--- src/rtl/lp_pkg.sv ---
// shared constants for the low-power mode sequencer and its core-side controller
`default_nettype none
package lp_pkg;
    // --------
    // timing
    // --------
    localparam int CLK_NS           = 10;
    localparam int REG_START_US     = 300;
    localparam int REG_START_CYC    = (REG_START_US * 1000 + CLK_NS - 1) / CLK_NS;
    localparam int WAIT_WAKE_MAX_US = 10;
    localparam int FRC_START_NS     = 2000;
    localparam int FRC_START_CYC    = FRC_START_NS / CLK_NS;
    // --------
    // wake sources and regulator-off key
    // --------
    localparam int SRC_SM   = 16;
    localparam int SRC_RTC  = 17;
    localparam int SRC_RTT  = 18;
    localparam int SRC_USB  = 19;
    localparam logic [7:0] REG_OFF_KEY = 8'hA5;
    // --------
    // mode report, flash modes and clock source
    // --------
    localparam logic [2:0] MODE_ACTIVE = 3'h0;
    localparam logic [2:0] MODE_SLEEP  = 3'h1;
    localparam logic [2:0] MODE_WAIT   = 3'h2;
    localparam logic [2:0] MODE_BACKUP = 3'h3;
    localparam logic [2:0] MODE_WAKING = 3'h4;
    localparam logic [1:0] FLASH_STANDBY = 2'h0;
    localparam logic [1:0] FLASH_DEEPPD  = 2'h1;
    localparam logic [1:0] FLASH_IDLE    = 2'h2;
    localparam logic [1:0] FLASH_ON      = 2'h3;
    localparam logic [1:0] CLK_FAST_RC   = 2'h0;
    // --------
    // controller registers (byte addresses) and bit positions
    // --------
    localparam logic [7:0] OFS_CTRL     = 8'h00;
    localparam logic [7:0] OFS_INSTR    = 8'h04;
    localparam logic [7:0] OFS_WAKEEN   = 8'h08;
    localparam logic [7:0] OFS_DEBOUNCE = 8'h0C;
    localparam logic [7:0] OFS_STATUS   = 8'h10;
    localparam int CTRL_REGOFF   = 0;
    localparam int CTRL_DEEP     = 1;
    localparam int CTRL_LPEVT    = 2;
    localparam int CTRL_REGDIS   = 3;
    localparam int CTRL_FLASH_LO = 4;
    localparam int CTRL_CLK_LO   = 6;
    localparam int CTRL_PERIOFF  = 8;
    localparam int CTRL_WAIT     = 9;
    localparam int CTRL_KEY_LO   = 24;
    localparam int INSTR_WFI     = 0;
    localparam int INSTR_WFE     = 1;
endpackage : lp_pkg
`default_nettype wire

--- src/rtl/lp_link_if.sv ---
// link between the core-side controller and the low-power sequencer
`default_nettype none
interface lp_link_if;
    logic        regOffReq;
    logic [7:0]  regKey;
    logic        deepSleepSelect;
    logic        lowpowerOnEvent;
    logic        regDisable;
    logic [1:0]  flashLowpowerSelect;
    logic [1:0]  clkSel;
    logic        periphOff;
    logic        waitEntryBit;
    logic        waitForInterruptInstr;
    logic        waitForEventInstr;
    logic        eventPend;
    logic        intPend;
    logic [19:0] srcEn;
    logic [15:0] debounce;
    logic [2:0]  mode;
    logic        masterClockReady;
    logic        coreRst;
    modport ctl (output regOffReq, regKey, deepSleepSelect, lowpowerOnEvent, regDisable,
                 flashLowpowerSelect, clkSel, periphOff, waitEntryBit, waitForInterruptInstr,
                 waitForEventInstr, eventPend, intPend, srcEn, debounce,
                 input mode, masterClockReady, coreRst);
    modport seq (input regOffReq, regKey, deepSleepSelect, lowpowerOnEvent, regDisable,
                 flashLowpowerSelect, clkSel, periphOff, waitEntryBit, waitForInterruptInstr,
                 waitForEventInstr, eventPend, intPend, srcEn, debounce,
                 output mode, masterClockReady, coreRst);
endinterface : lp_link_if
`default_nettype wire

--- src/rtl/low_power_mode_sequencer.sv ---
// low-power mode sequencer: backup, wait, sleep and active running
//
// Decided for this implementation: the AHB-Lite register port and the register offsets.
`default_nettype none
// What this block does
// - keyed regulator-off request enters backup
// - regulator-off request needs the correct key
// - deep sleep select then wfe enters backup
// - backup turns regulator and core supply off
// - enabled pin, monitor or alarm leaves backup
// - wait regulator start-up before running again
// - regulator disable independent, core externally supplied
// - pins held in backup, pulled-up inputs after
// - wait stops core, peripheral, memory clocks
// - wait wake-up completes under ten microseconds
// - wait-entry bit enters wait, flash per select
// - software sequence before setting wait-entry bit
// - software sequence before wfe wait entry
// - flash standby, deep power-down or idle
// - pins, calendar, timer, usb wake from wait
// - pending event blocks wfe entry
// - sleep stops only the core clock
// - wfi or wfe with event-lowpower clear sleeps
// - wfi wakes on interrupt, wfe on event
// - active clock from fast rc, crystal, pll
// - backup wake re-enables core and sram supply
// - fast start restarts rc and processor clock
module low_power_mode_sequencer #(
    parameter int REG_START_CYCLES = lp_pkg::REG_START_CYC,
    parameter int FAST_START_CYCLES = lp_pkg::FRC_START_CYC
) (
    input  wire logic        clk,
    input  wire logic        rst_b,
    lp_link_if.seq           link,
    input  wire logic [15:0] wakePins,
    input  wire logic        supplyMonitorAlarm,
    input  wire logic        calendarAlarm,
    input  wire logic        periodicTimerAlarm,
    input  wire logic        usbWake,
    output logic             regulatorOn,
    output logic             coreSupplyOn,
    output logic             sramSupplyOn,
    output logic             coreClkEn,
    output logic             periphClkEn,
    output logic             memClkEn,
    output logic [1:0]       flashMode,
    output logic [1:0]       clkSrc,
    output logic             pinHold,
    output logic             pinPullupInit
);
    import lp_pkg::*;

    if (REG_START_CYCLES < 1 || REG_START_CYCLES > 65535) begin : g_chk_reg
        $error("REG_START_CYCLES out of range");
    end
    if (FAST_START_CYCLES < 1 || FAST_START_CYCLES >= WAIT_WAKE_MAX_US * 1000 / CLK_NS) begin : g_chk_fast
        $error("FAST_START_CYCLES too large");
    end

    localparam logic [15:0] REG_LAST  = 16'(REG_START_CYCLES - 1);
    localparam logic [15:0] FAST_LAST = 16'(FAST_START_CYCLES - 1);

    typedef enum logic [5:0] {
        ST_ACTIVE = 6'b000001,
        ST_SLEEP  = 6'b000010,
        ST_WAIT   = 6'b000100,
        ST_BACKUP = 6'b001000,
        ST_REGUP  = 6'b010000,
        ST_FAST   = 6'b100000
    } state_t;

    typedef struct packed {
        state_t      st;
        logic [15:0] cnt;
        logic        byWfe;
        logic [15:0] snap;
        logic [15:0] prev;
        logic [15:0] stab;
        logic [2:0]  mode;
        logic        mck;
        logic        rst;
        logic        regOn;
        logic        coreSup;
        logic        sramSup;
        logic        cClk;
        logic        pClk;
        logic        mClk;
        logic [1:0]  flash;
        logic [1:0]  src;
        logic        hold;
        logic        pull;
    } seq_t;

    seq_t s_r, s_nxt;

    // wait-mode fast start
    function automatic logic fastStart(input logic [15:0] p, input logic [19:0] en,
                                       input logic rtc, input logic periodic_timer, input logic usb);
        fastStart = (|(~p & en[15:0])) | (rtc & en[SRC_RTC]) | (periodic_timer & en[SRC_RTT])
                    | (usb & en[SRC_USB]);
    endfunction : fastStart

    logic [15:0] enPins;
    logic        keyOk;
    logic        backupWake;
    logic        waitWake;
    assign enPins   = wakePins & link.srcEn[15:0];
    assign keyOk    = link.regOffReq && (link.regKey == REG_OFF_KEY);
    assign waitWake = fastStart(wakePins, link.srcEn, calendarAlarm, periodicTimerAlarm, usbWake);
    assign backupWake = ((enPins != s_r.snap) && (s_r.stab >= link.debounce))
                        | (supplyMonitorAlarm & link.srcEn[SRC_SM])
                        | (calendarAlarm & link.srcEn[SRC_RTC])
                        | (periodicTimerAlarm & link.srcEn[SRC_RTT]);

    // --------
    // mode sequencing
    // --------
    always_comb begin
        s_nxt      = s_r;
        s_nxt.rst  = 1'b0;
        s_nxt.pull = 1'b0;
        s_nxt.prev = enPins;
        if (enPins != s_r.prev) begin
            s_nxt.stab = 16'h0;
        end else if (s_r.stab != 16'hFFFF) begin
            s_nxt.stab = s_r.stab + 16'h1;
        end
        case (s_r.st)
            ST_ACTIVE: begin
                s_nxt.src   = link.clkSel;
                s_nxt.pClk  = !link.periphOff;
                s_nxt.regOn = !link.regDisable;
                if (keyOk || (link.waitForEventInstr && link.deepSleepSelect && !link.eventPend)) begin
                    s_nxt.st      = ST_BACKUP;
                    s_nxt.snap    = enPins;
                    s_nxt.regOn   = 1'b0;
                    s_nxt.coreSup = 1'b0;
                    s_nxt.sramSup = 1'b0;
                    s_nxt.cClk    = 1'b0;
                    s_nxt.pClk    = 1'b0;
                    s_nxt.mClk    = 1'b0;
                    s_nxt.mck     = 1'b0;
                    s_nxt.hold    = 1'b1;
                    s_nxt.mode    = MODE_BACKUP;
                end else if (link.waitEntryBit
                             || (link.waitForEventInstr && link.lowpowerOnEvent && !link.eventPend)) begin
                    s_nxt.st    = ST_WAIT;
                    s_nxt.cClk  = 1'b0;
                    s_nxt.pClk  = 1'b0;
                    s_nxt.mClk  = 1'b0;
                    s_nxt.mck   = 1'b0;
                    s_nxt.flash = (link.flashLowpowerSelect == FLASH_ON) ? FLASH_STANDBY
                                  : link.flashLowpowerSelect;
                    s_nxt.mode  = MODE_WAIT;
                end else if (link.waitForInterruptInstr
                             || (link.waitForEventInstr && !link.eventPend)) begin
                    s_nxt.st    = ST_SLEEP;
                    s_nxt.byWfe = link.waitForEventInstr;
                    s_nxt.cClk  = 1'b0;
                    s_nxt.mode  = MODE_SLEEP;
                end
            end
            ST_SLEEP: begin
                if (link.intPend || (s_r.byWfe && (link.eventPend || waitWake))) begin
                    s_nxt.st   = ST_ACTIVE;
                    s_nxt.cClk = 1'b1;
                    s_nxt.mode = MODE_ACTIVE;
                end
            end
            ST_WAIT: begin
                if (waitWake) begin
                    s_nxt.st   = ST_FAST;
                    s_nxt.cnt  = 16'h0;
                    s_nxt.src  = CLK_FAST_RC;
                    s_nxt.mode = MODE_WAKING;
                end
            end
            ST_FAST: begin
                s_nxt.cnt = s_r.cnt + 16'h1;
                if (s_r.cnt == FAST_LAST) begin
                    s_nxt.st    = ST_ACTIVE;
                    s_nxt.cClk  = 1'b1;
                    s_nxt.pClk  = !link.periphOff;
                    s_nxt.mClk  = 1'b1;
                    s_nxt.flash = FLASH_ON;
                    s_nxt.mck   = 1'b1;
                    s_nxt.mode  = MODE_ACTIVE;
                end
            end
            ST_BACKUP: begin
                if (backupWake) begin
                    s_nxt.st      = ST_REGUP;
                    s_nxt.cnt     = 16'h0;
                    s_nxt.regOn   = 1'b1;
                    s_nxt.coreSup = 1'b1;
                    s_nxt.sramSup = 1'b1;
                    s_nxt.mode    = MODE_WAKING;
                end
            end
            ST_REGUP: begin
                s_nxt.cnt = s_r.cnt + 16'h1;
                if (s_r.cnt == REG_LAST) begin
                    s_nxt.st    = ST_ACTIVE;
                    s_nxt.rst   = 1'b1;
                    s_nxt.hold  = 1'b0;
                    s_nxt.pull  = 1'b1;
                    s_nxt.src   = CLK_FAST_RC;
                    s_nxt.cClk  = 1'b1;
                    s_nxt.pClk  = 1'b1;
                    s_nxt.mClk  = 1'b1;
                    s_nxt.flash = FLASH_ON;
                    s_nxt.mck   = 1'b1;
                    s_nxt.mode  = MODE_ACTIVE;
                end
            end
            default: begin
                s_nxt.st = ST_ACTIVE;
            end
        endcase
    end

    always_ff @(posedge clk or negedge rst_b) begin
        if (!rst_b) begin
            s_r <= '{st: ST_ACTIVE, mode: MODE_ACTIVE, mck: 1'b1, regOn: 1'b1, coreSup: 1'b1, sramSup: 1'b1,
                     cClk: 1'b1, pClk: 1'b1, mClk: 1'b1, flash: FLASH_ON, src: CLK_FAST_RC, default: '0};
        end else begin
            s_r <= s_nxt;
        end
    end

    assign link.mode             = s_r.mode;
    assign link.masterClockReady = s_r.mck;
    assign link.coreRst          = s_r.rst;
    assign regulatorOn           = s_r.regOn;
    assign coreSupplyOn          = s_r.coreSup;
    assign sramSupplyOn          = s_r.sramSup;
    assign coreClkEn             = s_r.cClk;
    assign periphClkEn           = s_r.pClk;
    assign memClkEn              = s_r.mClk;
    assign flashMode             = s_r.flash;
    assign clkSrc                = s_r.src;
    assign pinHold               = s_r.hold;
    assign pinPullupInit         = s_r.pull;
endmodule : low_power_mode_sequencer
`default_nettype wire

--- src/flat_wrapper.sv ---
// flat-port wrapper written by rule: the top's interface ports become plain ports
module low_power_mode_sequencer_flat import lp_pkg::*;
#(
    parameter int REG_START_CYCLES = lp_pkg::REG_START_CYC,
    parameter int FAST_START_CYCLES = lp_pkg::FRC_START_CYC
)
  (clk, rst_b, wakePins, supplyMonitorAlarm, calendarAlarm, periodicTimerAlarm, usbWake, regulatorOn, coreSupplyOn, sramSupplyOn, coreClkEn, periphClkEn, memClkEn, flashMode, clkSrc, pinHold, pinPullupInit, link_regOffReq, link_regKey, link_deepSleepSelect, link_lowpowerOnEvent, link_regDisable, link_flashLowpowerSelect, link_clkSel, link_periphOff, link_waitEntryBit, link_waitForInterruptInstr, link_waitForEventInstr, link_eventPend, link_intPend, link_srcEn, link_debounce, link_mode, link_masterClockReady, link_coreRst);
  lp_link_if link_i ();
  input  wire logic clk;
  input  wire logic rst_b;
  input  wire logic [15:0] wakePins;
  input  wire logic supplyMonitorAlarm;
  input  wire logic calendarAlarm;
  input  wire logic periodicTimerAlarm;
  input  wire logic usbWake;
  output logic regulatorOn;
  output logic coreSupplyOn;
  output logic sramSupplyOn;
  output logic coreClkEn;
  output logic periphClkEn;
  output logic memClkEn;
  output logic [1:0] flashMode;
  output logic [1:0] clkSrc;
  output logic pinHold;
  output logic pinPullupInit;
  input wire logic [$bits(link_i.regOffReq)-1:0] link_regOffReq;
  input wire logic [$bits(link_i.regKey)-1:0] link_regKey;
  input wire logic [$bits(link_i.deepSleepSelect)-1:0] link_deepSleepSelect;
  input wire logic [$bits(link_i.lowpowerOnEvent)-1:0] link_lowpowerOnEvent;
  input wire logic [$bits(link_i.regDisable)-1:0] link_regDisable;
  input wire logic [$bits(link_i.flashLowpowerSelect)-1:0] link_flashLowpowerSelect;
  input wire logic [$bits(link_i.clkSel)-1:0] link_clkSel;
  input wire logic [$bits(link_i.periphOff)-1:0] link_periphOff;
  input wire logic [$bits(link_i.waitEntryBit)-1:0] link_waitEntryBit;
  input wire logic [$bits(link_i.waitForInterruptInstr)-1:0] link_waitForInterruptInstr;
  input wire logic [$bits(link_i.waitForEventInstr)-1:0] link_waitForEventInstr;
  input wire logic [$bits(link_i.eventPend)-1:0] link_eventPend;
  input wire logic [$bits(link_i.intPend)-1:0] link_intPend;
  input wire logic [$bits(link_i.srcEn)-1:0] link_srcEn;
  input wire logic [$bits(link_i.debounce)-1:0] link_debounce;
  output wire logic [$bits(link_i.mode)-1:0] link_mode;
  output wire logic [$bits(link_i.masterClockReady)-1:0] link_masterClockReady;
  output wire logic [$bits(link_i.coreRst)-1:0] link_coreRst;
  assign link_i.regOffReq = link_regOffReq;
  assign link_i.regKey = link_regKey;
  assign link_i.deepSleepSelect = link_deepSleepSelect;
  assign link_i.lowpowerOnEvent = link_lowpowerOnEvent;
  assign link_i.regDisable = link_regDisable;
  assign link_i.flashLowpowerSelect = link_flashLowpowerSelect;
  assign link_i.clkSel = link_clkSel;
  assign link_i.periphOff = link_periphOff;
  assign link_i.waitEntryBit = link_waitEntryBit;
  assign link_i.waitForInterruptInstr = link_waitForInterruptInstr;
  assign link_i.waitForEventInstr = link_waitForEventInstr;
  assign link_i.eventPend = link_eventPend;
  assign link_i.intPend = link_intPend;
  assign link_i.srcEn = link_srcEn;
  assign link_i.debounce = link_debounce;
  assign link_mode = link_i.mode;
  assign link_masterClockReady = link_i.masterClockReady;
  assign link_coreRst = link_i.coreRst;
  low_power_mode_sequencer #(.REG_START_CYCLES(REG_START_CYCLES), .FAST_START_CYCLES(FAST_START_CYCLES)) u_core (.clk(clk), .rst_b(rst_b), .link(link_i), .wakePins(wakePins), .supplyMonitorAlarm(supplyMonitorAlarm), .calendarAlarm(calendarAlarm), .periodicTimerAlarm(periodicTimerAlarm), .usbWake(usbWake), .regulatorOn(regulatorOn), .coreSupplyOn(coreSupplyOn), .sramSupplyOn(sramSupplyOn), .coreClkEn(coreClkEn), .periphClkEn(periphClkEn), .memClkEn(memClkEn), .flashMode(flashMode), .clkSrc(clkSrc), .pinHold(pinHold), .pinPullupInit(pinPullupInit));
endmodule
--- config.mk ---
export PLATFORM = sky130hd
export DESIGN_NAME = low_power_mode_sequencer_flat
export DESIGN_NICKNAME = d
export VERILOG_FILES = /design/src/rtl/lp_pkg.sv /design/src/rtl/lp_link_if.sv /design/src/rtl/low_power_mode_sequencer.sv /design/src/flat_wrapper.sv
export SDC_FILE = /design/constraint.sdc
export NUM_CORES = 1
export LEC_CHECK = 0
export BUFFER_PORTS_ARGS = -buffer_cell sky130_fd_sc_hd__buf_2
export CAP_MARGIN = 5
export CORE_AREA = 2 2 99 101
export DETAILED_ROUTE_END_ITERATION = 8
export DIE_AREA = 0 0 101 103
export PLACE_DENSITY = 0.87
export SLEW_MARGIN = 10
export SYNTH_ARGS = -nofsm -noshare
export SYNTH_HDL_FRONTEND = slang
export SYNTH_SLANG_ARGS = --single-unit
--- constraint.sdc ---
create_clock -name clk -period 3.5 [get_ports clk]
set_input_delay 0.7 -clock clk [delete_from_list [all_inputs] [get_ports clk]]
set_output_delay 0.7 -clock clk [all_outputs]
set_load 0.05 [all_outputs]
==> out/qor.log <==
INFO  route          detailedRoute.firstPassIterationCount=4
INFO  floorplanning  io_pins=97
INFO  sta            hold-worst-slack=491ps
INFO  clock_network  cts_max_path_buffers=2
INFO  clock_network  worstSkewPairLatency=360ps
INFO  clock_network  cts.sink_count=85
INFO  grt            grt_util_all_layers=0.224
INFO  critical_path  rr_worst_depth=9
INFO  critical_path  critPathLaunch=u_core.s_r[30]
INFO  sta            setup_viol=0
INFO  critical_path  slowest_delay=460ps
INFO  synth          seq_area_frac_synth=0.427
INFO  clock_network  number_of_buffers_added_for_setup_after_cts=0
INFO  sta            setup_tns=0ps
INFO  critical_path  critPathSlowestCell=dfrtp_1
INFO  route          drt-total-wl=11200um
INFO  clock_network  numCtsBuffers=9
INFO  synth          syn-num-nets=653
INFO  critical_path  cpLargestDelayFamily=simple AND/OR/NAND/NOR gates
INFO  sta            slew_headroom=0.306
INFO  clock_network  cts.hold.buffers_added=0
INFO  grt            global_route_wire_length_before_repair=18600um
INFO  grt            grt_pass1_vias=4099
INFO  synth          postSynth.asyncResetShare=1.00
INFO  layout         antenna-diode-count=0
INFO  clock_network  cts.root.buffer_cell=clkbuf_8
INFO  grt            antenna_found_initial=0
INFO  sta            setup_repair_after_global_routing_missed_its_margin=false
INFO  hold_path      worst_hold_path.num_cells=2
INFO  critical_path  setup.worst_path.class=flop to flop
INFO  floorplanning  core_area=9460um2
INFO  critical_path  critical_path_peak_fanout=12
INFO  synth          synthesis.instances=555
INFO  layout         drive_gt1_frac=0.222
INFO  route          avgRoutedWirePerCell=14.8um
INFO  sta            final_worst_path_period_share=0.838
INFO  sta            actual_slew_at_the_worst_max_slew_pin=1040ps
INFO  layout         final_net_count=738
INFO  sta            final-hold-violation-count=0
INFO  placed_design  hpwl=8440um
INFO  floorplanning  std_cell_rows=36
INFO  route          remaining_number_of_nets_flagged_by_the_antenna_check_after_routing=0
INFO  synth          synth.lib_cells_used.distinct=65
INFO  critical_path  critical_path.endpoint_type=flop
INFO  sta            clock-skew-final=7.04ps
INFO  floorplanning  die_width=101um
INFO  route          num_vias=4305
INFO  critical_path  critical_path.n_buffers_inverters=1
INFO  clock_network  ctsResizeCount=0
INFO  hold_path      hp-start=u_core.periphClkEn
INFO  run            max_cap_viols=0
INFO  floorplanning  die_h=103um
INFO  route          first_iter_violations=296
INFO  synth          ys_dominant_reg_cell=dfrtp_1
INFO  power_and_ir_drop vdd_ir_drop_max=0.000307V
INFO  route          route.detailed.vias_per_inst=5.67
INFO  clock_network  cts_tree=built
INFO  grt            grt_start_max_net_pins=86
INFO  synth          count_of_flip_flops_with_a_built_in_enable_after_synthesis=0
INFO  placed_design  port_buffers=96
INFO  layout         fillers=782
INFO  synth          syn_avg_cell_area=9.01um2
INFO  sta            final.setup.worst_slack=568ps
INFO  critical_path  critical_path.cell_chain=ha_1 -> nand4_1 -> or3_1 -> a2111oi_0 -> nor4_1 -> o211ai_2 -> nor2b_1 -> buf_4 -> a41oi_1
INFO  synth          synth.cell_area=5000um2
INFO  outcome        status=finished, final reports clean
INFO  clock_network  htreeDepth=3
INFO  clock_network  clkTransAtPathRegs=90ps
INFO  grt            gr-total-overflow=0
INFO  placed_design  dpl_worst_slack=221ps
INFO  critical_path  worstReg2RegStart=u_core.s_r[30]
INFO  critical_path  worst-r2r-setup-slack=570ps
INFO  placed_design  place_congestion=0.892
INFO  hold_path      min-delay-path-class=flop to flop
INFO  critical_path  start_kind=flop
INFO  layout         final_core_util=0.605
INFO  placed_design  place_inst=743
INFO  critical_path  critical_path.reg2reg.endpoint=u_core.s_r[72]
INFO  sta            timing.final.crit_period=2930ps
INFO  floorplanning  die_outline_area=10400um2
INFO  hold_path      holdPathEnd=u_core.periphClkEn
INFO  critical_path  crit_path_arrival_time=3160ps
INFO  synth          yosysWarningCount=0
INFO  route          remaining_drc_errors=0
INFO  synth          ys_seq_elements=85
INFO  power_and_ir_drop p_leak=0.00283uW
INFO  sta            maxClockFrequency=341MHz
INFO  sta            report.final.slew_viol_count=0
INFO  floorplanning  start_util=0.529
INFO  critical_path  critical_path_required=3730ps
INFO  layout         syn_to_final_growth=14.5%
INFO  power_and_ir_drop powerDensity=634nW/um2
INFO  layout         layout.cells.non_filler=759
-- worst reg2reg max path, cell delays in order (launching register included) --
cell and delay [ps]:
dfrtp_1 460, ha_1 330, nand4_1 130, or3_1 430
a2111oi_0 380, nor4_1 160, o211ai_2 390, nor2b_1 190
buf_4 190, a41oi_1 130
-- cells by family after synthesis --
group	count (synthesis)	synth area share
compound gates	112	0.144
xor+xnor	43	0.0753
fa+ha+maj	18	0.0450
buf+inv	71	0.0618
flops	85	0.427
mux	5	0.0115
simple gates	221	0.234
-- how the worst max path moves through the flow --
stage,depth (start not counted),endpoint,slack (ps)
2_1_floorplan,10,u_core.s_r[73],700
3_3_place_gp,10,u_core.link.mode[2],430
3_5_place_dp,11,u_core.s_r[72],220
4_1_cts,9,u_core.s_r[72],560
5_1_grt,10,u_core.link.mode[2],400
6_report,9,u_core.s_r[72],570
-- cell usage in the layout, fill, tap and decap left out, drive strengths merged, types with 3 or more instances in the layout --
master / count
a31o: 3
nor2b: 16
buf: 101
nor4: 12
nand4: 14
nor3b: 5
xor2: 20
a21oi: 25
a31oi: 17
and2: 5
nand2b: 7
nand3: 16
inv: 48
nor3: 13
ha: 18
nand3b: 5
nor2: 35
o21a: 3
a2111oi: 5
nand2: 69
or3: 3
dfrtp: 77
a22o: 5
clkbuf: 9
mux2: 3
dfstp: 8
and3: 10
xnor2: 23
o21ai: 35
-- metrics by stage --
stage               area [um2]  total power (uW)
detailed placement        5520              2890
global route              5720              3850
floorplan                 5000              2600
global placement          5520              2820
CTS                       5720              3630
finish                    5720              3630
-- area by class of cell --
cell class | instances | area (um2) | area share
clock buffer | 9 | 124 | 0.0216
clock inverter | 7 | 80.1 | 0.0140
inverter | 44 | 165 | 0.0289
multi-input combinational | 399 | 2550 | 0.446
sequential | 85 | 2140 | 0.373
tap | 114 | 143 | 0.0249
timing repair buffer | 101 | 520 | 0.0909
-- layer usage --
layer,global-route usage,part of all wire,vias to the layer above
li1,-,-,2107
met1,0.277,0.43,2051
met2,0.383,0.50,118
met3,0.0420,0.042,29
met4,0.101,0.028,0
met5,0,0,-
-- Yosys cell counts, types with 2 or more instances --
cell	instances	area share
a2111oi_0	5	0.0088
a21o_1	2	0.0030
a21oi_1	24	0.024
a22o_1	5	0.0088
a31o_2	3	0.0053
a31oi_1	17	0.021
and2_1	4	0.0050
and3_1	9	0.011
and4_1	2	0.0035
buf_2	3	0.0030
buf_4	10	0.015
clkbuf_1	12	0.0090
dfrtp_1	77	0.39
dfstp_2	8	0.042
ha_1	18	0.045
inv_1	44	0.033
mux2_2	2	0.0045
mux2i_1	2	0.0040
nand2_1	68	0.051
nand2b_1	7	0.0088
nand3_1	16	0.016
nand3b_1	5	0.0075
nand4_1	14	0.018
nor2_1	35	0.026
nor2b_1	16	0.020
nor3_1	13	0.013
nor3b_1	5	0.0075
nor4_1	11	0.014
o21a_1	3	0.0045
o21ai_0	35	0.035
o22a_1	2	0.0035
or2_2	2	0.0025
or3_1	3	0.0038
xnor2_1	23	0.040
xor2_1	20	0.035
-- registers in the layout, indices dropped and copies added, names as in the netlist --
name and cells:
u_core.coreClkEn 1, u_core.regulatorOn 1, u_core.link.mode 3, u_core.s_r 71
u_core.sramSupplyOn 1, u_core.periphClkEn 1, u_core.pinPullupInit 1, u_core.flashMode 2
u_core.pinHold 1, u_core.link.masterClockReady 1, u_core.clkSrc 2
-- where the power goes --
part | internal (uW) | total [uW] | switching (uW)
clock | 341 | 722 | 381
combinational | 553 | 1410 | 852
sequential | 1240 | 1500 | 261
(Power assumes the default switching activity.)
